===== src/rtl/pps_pkg.sv =====
package pps_pkg;
    // ------------------------------------------------------------
    // Port widths
    // ------------------------------------------------------------
    localparam int PPS_P2_W = 6;
    localparam int PPS_P3_W = 4;
    localparam int PPS_P5_W = 2;
    localparam int PPS_P6_W = 4;
    localparam int PPS_P8_W = 6;
    localparam int PPS_P9_W = 6;
    localparam int PPS_PC_W = 6;
    localparam int PPS_PD_W = 2;

    // ------------------------------------------------------------
    // Values after reset (per bit)
    // ------------------------------------------------------------
    localparam logic PPS_DIR_RST = 1'h0;
    localparam logic PPS_PLU_RST = 1'h0;
    localparam logic PPS_OUT_RST = 1'h0;
    localparam logic PPS_FSEL_RST = 1'h0;

    // ------------------------------------------------------------
    // Input synchroniser depth
    // ------------------------------------------------------------
    localparam int PPS_SYNC_STAGES = 2;

    // ------------------------------------------------------------
    // Serial pin positions on port 2 and port 3
    // ------------------------------------------------------------
    localparam int PPS_P2_TX0 = 0;
    localparam int PPS_P2_CLK0 = 1;
    localparam int PPS_P2_RX0 = 2;
    localparam int PPS_P2_TX1 = 3;
    localparam int PPS_P2_CLK1 = 4;
    localparam int PPS_P2_RX1 = 5;
    localparam int PPS_P3_TX2 = 0;
    localparam int PPS_P3_CLK2 = 1;
    localparam int PPS_P3_RX2 = 2;

    // Function select fields
    localparam int PPS_FSEL2_W = 2;
    localparam int PPS_FSEL_CH0 = 0;
    localparam int PPS_FSEL_CH1 = 1;
    localparam int PPS_FSEL3_W = 1;
    localparam int PPS_FSEL_CH2 = 0;
endpackage : pps_pkg


===== src/rtl/pps_port.sv =====
`timescale 1ns/1ps
module pps_port #(
    parameter int W = 6
) (
    input wire logic ref_clk_i,
    input wire logic srst_i,
    input wire logic wr_i,
    input wire logic [W-1:0] dir_i,
    input wire logic [W-1:0] pullup_i,
    input wire logic [W-1:0] out_i,
    input wire logic [W-1:0] alt_sel_i,
    input wire logic [W-1:0] alt_out_i,
    input wire logic [W-1:0] pin_i,
    output logic [W-1:0] pin_o,
    output logic [W-1:0] pin_oe_o,
    output logic [W-1:0] pullup_o,
    output logic [W-1:0] in_o
);
    import pps_pkg::*;

    // ------------------------------------------------------------
    // Configuration latches
    // ------------------------------------------------------------
    logic [W-1:0] dir_reg, dir_next;
    logic [W-1:0] plu_reg, plu_next;
    logic [W-1:0] out_reg, out_next;

    always_comb begin
        dir_next = dir_reg;
        plu_next = plu_reg;
        out_next = out_reg;
        if (wr_i) begin
            dir_next = dir_i;
            plu_next = pullup_i;
            out_next = out_i;
        end
    end

    always_ff @(posedge ref_clk_i) begin
        if (srst_i) begin
            dir_reg <= {W{PPS_DIR_RST}};
            plu_reg <= {W{PPS_PLU_RST}};
            out_reg <= {W{PPS_OUT_RST}};
        end else begin
            dir_reg <= dir_next;
            plu_reg <= plu_next;
            out_reg <= out_next;
        end
    end

    // ------------------------------------------------------------
    // Pin drive, registered
    // ------------------------------------------------------------
    logic [W-1:0] pin_reg, pin_next;
    logic [W-1:0] oe_reg, oe_next;
    logic [W-1:0] pu_reg, pu_next;

    always_comb begin
        pin_next = (alt_sel_i & alt_out_i) | (~alt_sel_i & out_reg);
        oe_next = dir_reg;
        pu_next = plu_reg;
    end

    always_ff @(posedge ref_clk_i) begin
        if (srst_i) begin
            pin_reg <= {W{PPS_OUT_RST}};
            oe_reg <= {W{PPS_DIR_RST}};
            pu_reg <= {W{PPS_PLU_RST}};
        end else begin
            pin_reg <= pin_next;
            oe_reg <= oe_next;
            pu_reg <= pu_next;
        end
    end

    assign pin_o = pin_reg;
    assign pin_oe_o = oe_reg;
    assign pullup_o = pu_reg;

    // ------------------------------------------------------------
    // Input synchroniser
    // ------------------------------------------------------------
    logic [W-1:0] sync_reg [PPS_SYNC_STAGES];
    logic [W-1:0] sync_next [PPS_SYNC_STAGES];

    always_comb begin
        sync_next[0] = pin_i;
        for (int i = 1; i < PPS_SYNC_STAGES; i++) begin
            sync_next[i] = sync_reg[i-1];
        end
    end

    always_ff @(posedge ref_clk_i) begin
        for (int i = 0; i < PPS_SYNC_STAGES; i++) begin
            sync_reg[i] <= sync_next[i];
        end
    end

    assign in_o = sync_reg[PPS_SYNC_STAGES-1];

    // ------------------------------------------------------------
    // Checks
    // ------------------------------------------------------------
    dir_write_a: assert property (@(posedge ref_clk_i) disable iff (srst_i)
        wr_i |-> ##2 pin_oe_o == $past(dir_i, 2))
        else $error("direction write not seen on output enable");
    dir_hold_a: assert property (@(posedge ref_clk_i) disable iff (srst_i)
        !wr_i |=> $stable(dir_reg))
        else $error("direction changed without a write");
    pullup_write_a: assert property (@(posedge ref_clk_i) disable iff (srst_i)
        wr_i |-> ##2 pullup_o == $past(pullup_i, 2))
        else $error("pull-up write not seen on output");
    reset_input_a: assert property (@(posedge ref_clk_i)
        srst_i ##1 srst_i |-> pin_oe_o == '0)
        else $error("pin driven during reset");
    reset_pullup_a: assert property (@(posedge ref_clk_i)
        srst_i ##1 srst_i |-> pullup_o == '0)
        else $error("pull-up enabled during reset");
    alt_route_a: assert property (@(posedge ref_clk_i) disable iff (srst_i)
        (alt_sel_i != '0) |=> ((pin_o & $past(alt_sel_i)) == ($past(alt_out_i) & $past(alt_sel_i))))
        else $error("serial output not routed to pin");
    plain_port_a: assert property (@(posedge ref_clk_i) disable iff (srst_i)
        (alt_sel_i == '0) |=> pin_o == $past(out_reg))
        else $error("pin does not show output latch");
    input_sync_a: assert property (@(posedge ref_clk_i) disable iff (srst_i)
        1'b1 |-> ##2 in_o == $past(pin_i, 2))
        else $error("pin read not two cycles behind pin");
    cover_out_c: cover property (@(posedge ref_clk_i) disable iff (srst_i) wr_i && dir_i != '0 ##2 pin_oe_o != '0);
    cover_alt_c: cover property (@(posedge ref_clk_i) disable iff (srst_i) alt_sel_i != '0 ##1 pin_o != '0);
    cover_plu_c: cover property (@(posedge ref_clk_i) disable iff (srst_i) wr_i && pullup_i != '0);
endmodule : pps_port


===== src/rtl/pps_top.sv =====
`timescale 1ns/1ps
module pps_top (
    input wire logic ref_clk_i,
    input wire logic srst_i,
    input wire logic port2_wr_i,
    input wire logic [pps_pkg::PPS_P2_W-1:0] port2_direction_i,
    input wire logic [pps_pkg::PPS_P2_W-1:0] port2_pullup_enable_i,
    input wire logic [pps_pkg::PPS_P2_W-1:0] port2_out_i,
    input wire logic [pps_pkg::PPS_FSEL2_W-1:0] port2_function_select_i,
    input wire logic [pps_pkg::PPS_P2_W-1:0] port2_pin_i,
    output logic [pps_pkg::PPS_P2_W-1:0] port2_pin_o,
    output logic [pps_pkg::PPS_P2_W-1:0] port2_pin_oe_o,
    output logic [pps_pkg::PPS_P2_W-1:0] port2_pullup_o,
    output logic [pps_pkg::PPS_P2_W-1:0] port2_in_o,
    input wire logic port3_wr_i,
    input wire logic [pps_pkg::PPS_P3_W-1:0] port3_direction_i,
    input wire logic [pps_pkg::PPS_P3_W-1:0] port3_pullup_enable_i,
    input wire logic [pps_pkg::PPS_P3_W-1:0] port3_out_i,
    input wire logic [pps_pkg::PPS_FSEL3_W-1:0] port3_function_select_i,
    input wire logic [pps_pkg::PPS_P3_W-1:0] port3_pin_i,
    output logic [pps_pkg::PPS_P3_W-1:0] port3_pin_o,
    output logic [pps_pkg::PPS_P3_W-1:0] port3_pin_oe_o,
    output logic [pps_pkg::PPS_P3_W-1:0] port3_pullup_o,
    output logic [pps_pkg::PPS_P3_W-1:0] port3_in_o,
    input wire logic port5_wr_i,
    input wire logic [pps_pkg::PPS_P5_W-1:0] port5_direction_i,
    input wire logic [pps_pkg::PPS_P5_W-1:0] port5_pullup_enable_i,
    input wire logic [pps_pkg::PPS_P5_W-1:0] port5_out_i,
    input wire logic [pps_pkg::PPS_P5_W-1:0] port5_pin_i,
    output logic [pps_pkg::PPS_P5_W-1:0] port5_pin_o,
    output logic [pps_pkg::PPS_P5_W-1:0] port5_pin_oe_o,
    output logic [pps_pkg::PPS_P5_W-1:0] port5_pullup_o,
    output logic [pps_pkg::PPS_P5_W-1:0] port5_in_o,
    input wire logic port6_wr_i,
    input wire logic [pps_pkg::PPS_P6_W-1:0] port6_direction_i,
    input wire logic [pps_pkg::PPS_P6_W-1:0] port6_pullup_enable_i,
    input wire logic [pps_pkg::PPS_P6_W-1:0] port6_out_i,
    input wire logic [pps_pkg::PPS_P6_W-1:0] port6_pin_i,
    output logic [pps_pkg::PPS_P6_W-1:0] port6_pin_o,
    output logic [pps_pkg::PPS_P6_W-1:0] port6_pin_oe_o,
    output logic [pps_pkg::PPS_P6_W-1:0] port6_pullup_o,
    output logic [pps_pkg::PPS_P6_W-1:0] port6_in_o,
    input wire logic port8_wr_i,
    input wire logic [pps_pkg::PPS_P8_W-1:0] port8_direction_i,
    input wire logic [pps_pkg::PPS_P8_W-1:0] port8_pullup_enable_i,
    input wire logic [pps_pkg::PPS_P8_W-1:0] port8_out_i,
    input wire logic [pps_pkg::PPS_P8_W-1:0] port8_pin_i,
    output logic [pps_pkg::PPS_P8_W-1:0] port8_pin_o,
    output logic [pps_pkg::PPS_P8_W-1:0] port8_pin_oe_o,
    output logic [pps_pkg::PPS_P8_W-1:0] port8_pullup_o,
    output logic [pps_pkg::PPS_P8_W-1:0] port8_in_o,
    input wire logic port9_wr_i,
    input wire logic [pps_pkg::PPS_P9_W-1:0] port9_direction_i,
    input wire logic [pps_pkg::PPS_P9_W-1:0] port9_pullup_enable_i,
    input wire logic [pps_pkg::PPS_P9_W-1:0] port9_out_i,
    input wire logic [pps_pkg::PPS_P9_W-1:0] port9_pin_i,
    output logic [pps_pkg::PPS_P9_W-1:0] port9_pin_o,
    output logic [pps_pkg::PPS_P9_W-1:0] port9_pin_oe_o,
    output logic [pps_pkg::PPS_P9_W-1:0] port9_pullup_o,
    output logic [pps_pkg::PPS_P9_W-1:0] port9_in_o,
    input wire logic portc_wr_i,
    input wire logic [pps_pkg::PPS_PC_W-1:0] portc_direction_i,
    input wire logic [pps_pkg::PPS_PC_W-1:0] portc_pullup_enable_i,
    input wire logic [pps_pkg::PPS_PC_W-1:0] portc_out_i,
    input wire logic [pps_pkg::PPS_PC_W-1:0] portc_pin_i,
    output logic [pps_pkg::PPS_PC_W-1:0] portc_pin_o,
    output logic [pps_pkg::PPS_PC_W-1:0] portc_pin_oe_o,
    output logic [pps_pkg::PPS_PC_W-1:0] portc_pullup_o,
    output logic [pps_pkg::PPS_PC_W-1:0] portc_in_o,
    input wire logic portd_wr_i,
    input wire logic [pps_pkg::PPS_PD_W-1:0] portd_direction_i,
    input wire logic [pps_pkg::PPS_PD_W-1:0] portd_pullup_enable_i,
    input wire logic [pps_pkg::PPS_PD_W-1:0] portd_out_i,
    input wire logic [pps_pkg::PPS_PD_W-1:0] portd_pin_i,
    output logic [pps_pkg::PPS_PD_W-1:0] portd_pin_o,
    output logic [pps_pkg::PPS_PD_W-1:0] portd_pin_oe_o,
    output logic [pps_pkg::PPS_PD_W-1:0] portd_pullup_o,
    output logic [pps_pkg::PPS_PD_W-1:0] portd_in_o,
    input wire logic serial0_tx_out_i,
    input wire logic serial0_clock_out_i,
    output logic serial0_rx_in_o,
    output logic serial0_clock_in_o,
    input wire logic serial1_tx_out_i,
    input wire logic serial1_clock_out_i,
    output logic serial1_rx_in_o,
    output logic serial1_clock_in_o,
    input wire logic serial2_tx_out_i,
    input wire logic serial2_clock_out_i,
    output logic serial2_rx_in_o,
    output logic serial2_clock_in_o
);
    import pps_pkg::*;

    // ------------------------------------------------------------
    // Function select latches
    // ------------------------------------------------------------
    logic [PPS_FSEL2_W-1:0] fsel2_reg, fsel2_next;
    logic [PPS_FSEL3_W-1:0] fsel3_reg, fsel3_next;

    always_comb begin
        fsel2_next = port2_wr_i ? port2_function_select_i : fsel2_reg;
        fsel3_next = port3_wr_i ? port3_function_select_i : fsel3_reg;
    end

    always_ff @(posedge ref_clk_i) begin
        if (srst_i) begin
            fsel2_reg <= {PPS_FSEL2_W{PPS_FSEL_RST}};
            fsel3_reg <= {PPS_FSEL3_W{PPS_FSEL_RST}};
        end else begin
            fsel2_reg <= fsel2_next;
            fsel3_reg <= fsel3_next;
        end
    end

    // ------------------------------------------------------------
    // Serial pin sharing
    // ------------------------------------------------------------
    logic [PPS_P2_W-1:0] p2_alt_sel, p2_alt_out;
    logic [PPS_P3_W-1:0] p3_alt_sel, p3_alt_out;

    always_comb begin
        p2_alt_sel = '0;
        p2_alt_out = '0;
        p3_alt_sel = '0;
        p3_alt_out = '0;
        p2_alt_sel[PPS_P2_TX0] = fsel2_reg[PPS_FSEL_CH0];
        p2_alt_sel[PPS_P2_CLK0] = fsel2_reg[PPS_FSEL_CH0];
        p2_alt_sel[PPS_P2_TX1] = fsel2_reg[PPS_FSEL_CH1];
        p2_alt_sel[PPS_P2_CLK1] = fsel2_reg[PPS_FSEL_CH1];
        p3_alt_sel[PPS_P3_TX2] = fsel3_reg[PPS_FSEL_CH2];
        p3_alt_sel[PPS_P3_CLK2] = fsel3_reg[PPS_FSEL_CH2];
        p2_alt_out[PPS_P2_TX0] = serial0_tx_out_i;
        p2_alt_out[PPS_P2_CLK0] = serial0_clock_out_i;
        p2_alt_out[PPS_P2_TX1] = serial1_tx_out_i;
        p2_alt_out[PPS_P2_CLK1] = serial1_clock_out_i;
        p3_alt_out[PPS_P3_TX2] = serial2_tx_out_i;
        p3_alt_out[PPS_P3_CLK2] = serial2_clock_out_i;
    end

    // Receive and clock inputs come from the synchronised pin reads
    assign serial0_rx_in_o = port2_in_o[PPS_P2_RX0];
    assign serial0_clock_in_o = port2_in_o[PPS_P2_CLK0];
    assign serial1_rx_in_o = port2_in_o[PPS_P2_RX1];
    assign serial1_clock_in_o = port2_in_o[PPS_P2_CLK1];
    assign serial2_rx_in_o = port3_in_o[PPS_P3_RX2];
    assign serial2_clock_in_o = port3_in_o[PPS_P3_CLK2];

    // ------------------------------------------------------------
    // Port instances
    // ------------------------------------------------------------
    pps_port #(.W(PPS_P2_W)) u_port2 (
        .ref_clk_i(ref_clk_i), .srst_i(srst_i), .wr_i(port2_wr_i),
        .dir_i(port2_direction_i), .pullup_i(port2_pullup_enable_i), .out_i(port2_out_i),
        .alt_sel_i(p2_alt_sel), .alt_out_i(p2_alt_out), .pin_i(port2_pin_i),
        .pin_o(port2_pin_o), .pin_oe_o(port2_pin_oe_o), .pullup_o(port2_pullup_o), .in_o(port2_in_o)
    );
    pps_port #(.W(PPS_P3_W)) u_port3 (
        .ref_clk_i(ref_clk_i), .srst_i(srst_i), .wr_i(port3_wr_i),
        .dir_i(port3_direction_i), .pullup_i(port3_pullup_enable_i), .out_i(port3_out_i),
        .alt_sel_i(p3_alt_sel), .alt_out_i(p3_alt_out), .pin_i(port3_pin_i),
        .pin_o(port3_pin_o), .pin_oe_o(port3_pin_oe_o), .pullup_o(port3_pullup_o), .in_o(port3_in_o)
    );
    // Plain ports carry no serial function
    pps_port #(.W(PPS_P5_W)) u_port5 (
        .ref_clk_i(ref_clk_i), .srst_i(srst_i), .wr_i(port5_wr_i),
        .dir_i(port5_direction_i), .pullup_i(port5_pullup_enable_i), .out_i(port5_out_i),
        .alt_sel_i('0), .alt_out_i('0), .pin_i(port5_pin_i),
        .pin_o(port5_pin_o), .pin_oe_o(port5_pin_oe_o), .pullup_o(port5_pullup_o), .in_o(port5_in_o)
    );
    pps_port #(.W(PPS_P6_W)) u_port6 (
        .ref_clk_i(ref_clk_i), .srst_i(srst_i), .wr_i(port6_wr_i),
        .dir_i(port6_direction_i), .pullup_i(port6_pullup_enable_i), .out_i(port6_out_i),
        .alt_sel_i('0), .alt_out_i('0), .pin_i(port6_pin_i),
        .pin_o(port6_pin_o), .pin_oe_o(port6_pin_oe_o), .pullup_o(port6_pullup_o), .in_o(port6_in_o)
    );
    pps_port #(.W(PPS_P8_W)) u_port8 (
        .ref_clk_i(ref_clk_i), .srst_i(srst_i), .wr_i(port8_wr_i),
        .dir_i(port8_direction_i), .pullup_i(port8_pullup_enable_i), .out_i(port8_out_i),
        .alt_sel_i('0), .alt_out_i('0), .pin_i(port8_pin_i),
        .pin_o(port8_pin_o), .pin_oe_o(port8_pin_oe_o), .pullup_o(port8_pullup_o), .in_o(port8_in_o)
    );
    pps_port #(.W(PPS_P9_W)) u_port9 (
        .ref_clk_i(ref_clk_i), .srst_i(srst_i), .wr_i(port9_wr_i),
        .dir_i(port9_direction_i), .pullup_i(port9_pullup_enable_i), .out_i(port9_out_i),
        .alt_sel_i('0), .alt_out_i('0), .pin_i(port9_pin_i),
        .pin_o(port9_pin_o), .pin_oe_o(port9_pin_oe_o), .pullup_o(port9_pullup_o), .in_o(port9_in_o)
    );
    pps_port #(.W(PPS_PC_W)) u_portc (
        .ref_clk_i(ref_clk_i), .srst_i(srst_i), .wr_i(portc_wr_i),
        .dir_i(portc_direction_i), .pullup_i(portc_pullup_enable_i), .out_i(portc_out_i),
        .alt_sel_i('0), .alt_out_i('0), .pin_i(portc_pin_i),
        .pin_o(portc_pin_o), .pin_oe_o(portc_pin_oe_o), .pullup_o(portc_pullup_o), .in_o(portc_in_o)
    );
    pps_port #(.W(PPS_PD_W)) u_portd (
        .ref_clk_i(ref_clk_i), .srst_i(srst_i), .wr_i(portd_wr_i),
        .dir_i(portd_direction_i), .pullup_i(portd_pullup_enable_i), .out_i(portd_out_i),
        .alt_sel_i('0), .alt_out_i('0), .pin_i(portd_pin_i),
        .pin_o(portd_pin_o), .pin_oe_o(portd_pin_oe_o), .pullup_o(portd_pullup_o), .in_o(portd_in_o)
    );

    // ------------------------------------------------------------
    // Checks
    // ------------------------------------------------------------
    fsel_tx0_a: assert property (@(posedge ref_clk_i) disable iff (srst_i)
        port2_wr_i && !port2_function_select_i[PPS_FSEL_CH0]
        |-> ##2 port2_pin_o[PPS_P2_TX0] == $past(port2_out_i[PPS_P2_TX0], 2))
        else $error("transmit pin taken without function select");
    rx_route_a: assert property (@(posedge ref_clk_i) disable iff (srst_i)
        1'b1 |-> ##2 serial2_rx_in_o == $past(port3_pin_i[PPS_P3_RX2], 2))
        else $error("receive pin not routed to serial input");
    cover_ser_c: cover property (@(posedge ref_clk_i) disable iff (srst_i) fsel2_reg == 2'h3 && port2_pin_oe_o != '0);
endmodule : pps_top

===== config.mk =====
export PLATFORM = sky130hd
export DESIGN_NAME = pps_top
export DESIGN_NICKNAME = d
export VERILOG_FILES = /design/src/rtl/pps_pkg.sv /design/src/rtl/pps_port.sv /design/src/rtl/pps_top.sv
export SDC_FILE = /design/constraint.sdc
export NUM_CORES = 1
export LEC_CHECK = 0
export BUFFER_PORTS_ARGS = -buffer_cell sky130_fd_sc_hd__buf_2
export CAP_MARGIN = 15
export CORE_UTILIZATION = 52
export DETAILED_ROUTE_END_ITERATION = 10
export PLACE_DENSITY = 0.86
export SYNTH_ARGS = -nofsm -noshare
export SYNTH_HDL_FRONTEND = slang
export SYNTH_SLANG_ARGS = --single-unit

===== constraint.sdc =====
create_clock -name ref_clk_i -period 2.3 [get_ports ref_clk_i]
set_clock_uncertainty 0.2 [all_clocks]
set_input_delay 0.46 -clock ref_clk_i [delete_from_list [all_inputs] [get_ports ref_clk_i]]
set_output_delay 0.46 -clock ref_clk_i [all_outputs]
set_load 0.1 [all_outputs]

==> impl_metrics.env, run 1 <==
export IMPL_outcome="complete, no violations"
export IMPL_hold_slack_ns=0.0133
export IMPL_ant_nets=0
export IMPL_drt_iter0_drc=240
export IMPL_final_cell_mix="buf_2 (311), dfxtp_1 (291), dlygate4sd3_1 (147)"
export IMPL_drv_slew=0
export IMPL_cp_top_family="buffers and inverters"
export IMPL_cts_tree="built"
export IMPL_yosysSeqAreaShare_pct=69.2
export IMPL_track_usage_pct=26.2
export IMPL_slowest_delay_ns=0.45
export IMPL_drt_pass1_iterations=4
export IMPL_synth_top_area_share_pct=69.2
export IMPL_worstPathRequired_ns=1.64
export IMPL_clk_latency_ns=0.52
export IMPL_critical_path_endpoint_type="output pin"
export IMPL_tightest_slew_ns=0.617
export IMPL_gp_congestion=0.738
export IMPL_layout_drive_gt1_share_pct=31.4
export IMPL_first_global_vias=6697
export IMPL_clock_path_buffers=3
export IMPL_cp_max_fo=1
export IMPL_routed_via_density=4.71
export IMPL_setup_viol=0
export IMPL_multiInputGateArea_um2=2250
export IMPL_final_common_cell="buf_2"
export IMPL_cp_startpoint="u_port6.pin_o[1]"
export IMPL_hold_path_class="input pin to register"
export IMPL_seq_area_um2=5830
export IMPL_utilization_pct=77.9
export IMPL_wl_um=23000
export IMPL_die_x_um=129
export IMPL_synth_nets=833
export IMPL_die_area_um2=16700
export IMPL_grt_max_degree=70
export IMPL_htreeDepth=1
export IMPL_vias=6387
export IMPL_io_pin_count=313
export IMPL_min_period_over_period_pct=86.7
export IMPL_hold_viol=0
export IMPL_slew_limit_headroom_pct=58.9
export IMPL_cts_sinks=291
export IMPL_core_area_um2=15800
export IMPL_post_cts_buffers=0
export IMPL_path_clk_slew_ns=0.06
export IMPL_ys_ff_latch=291
export IMPL_antenna_found_initial=1
export IMPL_period_needed_ns=1.99
export IMPL_yosys_top_cells_area="dfxtp_1 (69%), mux2i_1 (14%), nor2b_1 (7.6%)"
export IMPL_crit_path_cell_trace="buf_2"
export IMPL_cts_buffers=28
export IMPL_crit_arrival_ns=1.33
export IMPL_initial_core_util_pct=53.2
export IMPL_rr_startpoint="fsel2_reg[0]"
export IMPL_yosys_area_top_type="dfxtp_1"
export IMPL_vdd_drop_max_uv=656
export IMPL_hp_start="port3_direction_i[2]"
export IMPL_fin_setup_tns_ns=0
export IMPL_synth_cells=670
export IMPL_rsz0062_at_grt="no"
export IMPL_dpl_hpwl_um=11900
export IMPL_port_buffers=312
export IMPL_grt_pass1_wl_um=33500
export IMPL_drt_wirelength_per_cell_um=16.9
export IMPL_nets=1282
export IMPL_cts_resized=0
export IMPL_yosysWarnings=0
export IMPL_avgSynthCellArea_um2=12.6
export IMPL_cts_root_buf="clkbuf_16"
export IMPL_critPathKind="register to output pin"
export IMPL_max_freq_ghz=0.501
export IMPL_netlist_area_um2=8420
export IMPL_leakage_nw=5.97
export IMPL_fill_cells=863
export IMPL_cp_slowest_cell="buf_2"
export IMPL_critPathLaunchType="register"
export IMPL_rows=46
export IMPL_fp_dieH_um=129
export IMPL_path_buf_inv=1
export IMPL_overflow=0
export IMPL_remaining_drc_errors=0
export IMPL_cellPowerDensity_nw_per_um2=927
export IMPL_synthToLayoutAreaGrowth_pct=46.3
export IMPL_synth_distinct_cells=9
export IMPL_cap_violations=0
[Yosys cell counts]
master and instances:
buf_2 13, buf_4 8, buf_6 18, clkbuf_1 1, clkbuf_2 3, dfxtp_1 291
mux2i_1 117, nor2_1 117, nor2b_1 102
[final cells by class]
cell class              instances  area share (%)
flip-flops and latches        291            47.3
repair buffers                462            25.1
multi-input cells             336            18.2
clock buffers                  41            6.74
well taps                     216            2.19
clock inverters                 7           0.355
diodes                          2          0.0406
[layer usage]
layer  GRT usage, %  wire length [µm]
met5              0                 0
met4           13.4              1020
met3           5.82              1470
met2           51.5             12400
met1           25.4              8040
[worst min-delay path: stages]
cell     delay, ns
buf_2         0.08
mux2i_1       0.06
nor2_1        0.09
[logic make-up after synthesis]
logic type | count (synthesis) | share of synthesized area [%]
buf+inv | 43 | 4.12
flops | 291 | 69.2
mux | 117 | 13.9
simple gates | 219 | 12.8
[repair_timing]
action                     4_1_cts  5_1_grt
setup endpoints to repair        0        0
hold buffers                   147        0
hold endpoints to repair       147        0
[metrics by stage]
stage	std cells	cell area, µm²	total power [mW]	setup WS [ns]
6_report	1355	12300	11.4	0.306
4_1_cts	1353	12300	11.4	0.309
2_1_floorplan	670	8420	6.65	0.284
3_3_place_gp	1158	9970	6.90	0.747
5_1_grt	1354	12300	11.8	0.282
3_5_place_dp	1158	9970	6.94	0.708
[final timing paths]
kind | slack, ns | end | cells past startpoint
worst max-delay path | 0.31 | port6_pin_o[1] | 1
worst min register to register | 0.13 | u_portc.sync_reg[0][10] | 0
worst max register to register | 1.27 | u_port2.pin_o[1] | 2
worst min-delay path | 0.01 | u_port3.dir_reg[2] | 3
[power by group]
part	switching (mW)	internal, mW
clock network	1.84	2.49
registers	0.111	5.30
logic	1.18	0.503
total	3.13	8.30
(Power assumes the default switching activity.)
==> run 2, diff against run 1 <==
- CAP_MARGIN: 15 -> 25
- MAX_ROUTING_LAYER: default -> met4
==> run 2 against run 1 <==
Compared with the run above:
- hold slack gained 0.00099 ns
- final cell count unchanged
- critical path type unchanged
- sequential power hardly changed
- count of clock-buffer cells in the layout unchanged
- die area did not move
- core utilization is the same
- sequential share of layout area stayed put
- non-clock buffer count unchanged
- register-to-register slack about the same
- largest power group unchanged
- total power about the same
==> impl_metrics.env, run 2 (same netlist as run 1, synthesis figures left out) <==
export IMPL_hold_buffers=147
export IMPL_critical_path_endpoint_type="output pin"
export IMPL_cts_buffers=28
export IMPL_setup_viol=0
export IMPL_slowest_delay_ns=0.45
export IMPL_cp_max_fo=1
export IMPL_layout_drive_gt1_share_pct=31.4
export IMPL_leakage_nw=5.97
export IMPL_worstPathRequired_ns=1.64
export IMPL_cts_tree="built"
export IMPL_final_cell_mix="buf_2 (311), dfxtp_1 (291), dlygate4sd3_1 (147)"
export IMPL_dpl_hpwl_um=11900
export IMPL_die_x_um=129
export IMPL_gp_congestion=0.747
export IMPL_cts_resized=0
export IMPL_hold_depth=3
export IMPL_path_buf_inv=1
export IMPL_max_freq_ghz=0.502
export IMPL_min_period_over_period_pct=86.7
export IMPL_overflow=0
export IMPL_slew_limit_headroom_pct=58.4
export IMPL_reg2reg_depth=2
export IMPL_nets=1282
export IMPL_clk_latency_ns=0.52
export IMPL_final_common_cell="buf_2"
export IMPL_crit_arrival_ns=1.33
export IMPL_remaining_drc_errors=0
export IMPL_tightest_slew_ns=0.624
export IMPL_r2r_setup_slack_ns=1.27
export IMPL_cts_root_buf="clkbuf_16"
export IMPL_cap_violations=0
export IMPL_cp_startpoint="u_port6.pin_o[1]"
export IMPL_core_area_um2=15800
export IMPL_hold_path_class="input pin to register"
export IMPL_rsz0062_at_grt="no"
export IMPL_r2r_end="u_port2.pin_o[1]"
export IMPL_drt_pass1_iterations=4
export IMPL_antenna_found_initial=1
export IMPL_fin_setup_tns_ns=0
export IMPL_track_usage_pct=27.0
export IMPL_die_area_um2=16700
export IMPL_routed_via_density=4.73
export IMPL_vdd_drop_max_uv=656
export IMPL_critPathLaunchType="register"
export IMPL_rr_startpoint="fsel2_reg[0]"
export IMPL_grt_pass1_wl_um=33400
export IMPL_initial_core_util_pct=53.2
export IMPL_post_cts_buffers=0
export IMPL_first_global_vias=6711
export IMPL_fill_cells=863
export IMPL_critical_path_cell_count=1
export IMPL_total_power_mw=11.4
export IMPL_period_needed_ns=1.99
export IMPL_port_buffers=312
export IMPL_wl_um=23000
export IMPL_seq_area_um2=5830
export IMPL_outcome="complete, no violations"
export IMPL_crit_path_cell_trace="buf_2"
export IMPL_cellPowerDensity_nw_per_um2=927
export IMPL_endpoint="port6_pin_o[1]"
export IMPL_fp_dieH_um=129
export IMPL_cp_top_family="buffers and inverters"
export IMPL_hold_slack_ns=0.0143
export IMPL_synthToLayoutAreaGrowth_pct=46.3
export IMPL_critPathKind="register to output pin"
export IMPL_grt_max_degree=70
export IMPL_ant_nets=0
export IMPL_drv_slew=0
export IMPL_cp_slowest_cell="buf_2"
export IMPL_multiInputGateArea_um2=2250
export IMPL_htreeDepth=1
export IMPL_cts_sinks=291
export IMPL_rows=46
export IMPL_hold_viol=0
export IMPL_path_clk_slew_ns=0.06
export IMPL_vias=6407
export IMPL_drt_wirelength_per_cell_um=16.9
export IMPL_io_pin_count=313
export IMPL_clock_path_buffers=3
export IMPL_drt_iter0_drc=228
[run 2: cell counts in the layout (fill, tap and decap cells not counted)]
Identical to the previous run, type by type.
[run 2: routing by layer]
layer / GRT usage (%) / share of wire (%) / wire, µm / vias to the layer above
li1: - / - / - / 3030
met1: 25.4 / 35 / 8000 / 3028
met2: 51.5 / 55 / 12500 / 278
met3: 5.57 / 6.3 / 1450 / 71
met4: 13.4 / 4.2 / 973 / 0
met5: - / 0 / 0 / -
[run 2: final cells by class]
class | count | area share (%)
well taps | 216 | 2.19
repair buffers | 462 | 25.1
diodes | 2 | 0.0406
clock inverters | 7 | 0.355
clock buffers | 41 | 6.74
multi-input cells | 336 | 18.2
flip-flops and latches | 291 | 47.3
[run 2: worst register-to-register path, cell delays in order, from the launching register on]
cell and delay [ns]:
dfxtp_1 0.40, mux2i_1 0.24, nor2_1 0.07
[run 2: worst min-delay path by stage]
stage,startpoint,to,slack [ns]
finish,port3_direction_i[2],u_port3.dir_reg[2],0.01
CTS,port6_pullup_enable_i[2],u_port6.plu_reg[2],0.001
global placement,u_portc.sync_reg[0][0],u_portc.sync_reg[0][6],0.11
detailed placement,u_port6.sync_reg[0][1],u_port6.sync_reg[0][5],0.11
global route,portc_out_i[4],u_portc.out_reg[4],0.02
floorplan,u_port2.sync_reg[0][4],u_port2.sync_reg[0][10],0.11
[run 2: metrics by stage]
stage / util, % / instance area (µm²) / setup slack, ns / instances
floorplan: - / 8420 / 0.284 / 670
global placement: 63.0 / 9970 / 0.747 / 1158
detailed placement: 63.0 / 9970 / 0.708 / 1158
CTS: 77.8 / 12300 / 0.309 / 1353
global route: 77.8 / 12300 / 0.282 / 1354
finish: 77.9 / 12300 / 0.307 / 1355
[run 2: report_power, final]
group | internal, mW | switching [mW] | total [mW] | leakage [nW]
sequential | 5.30 | 0.112 | 5.41 | 2.41
clock | 2.49 | 1.84 | 4.34 | 0.433
combinational | 0.503 | 1.18 | 1.68 | 3.13
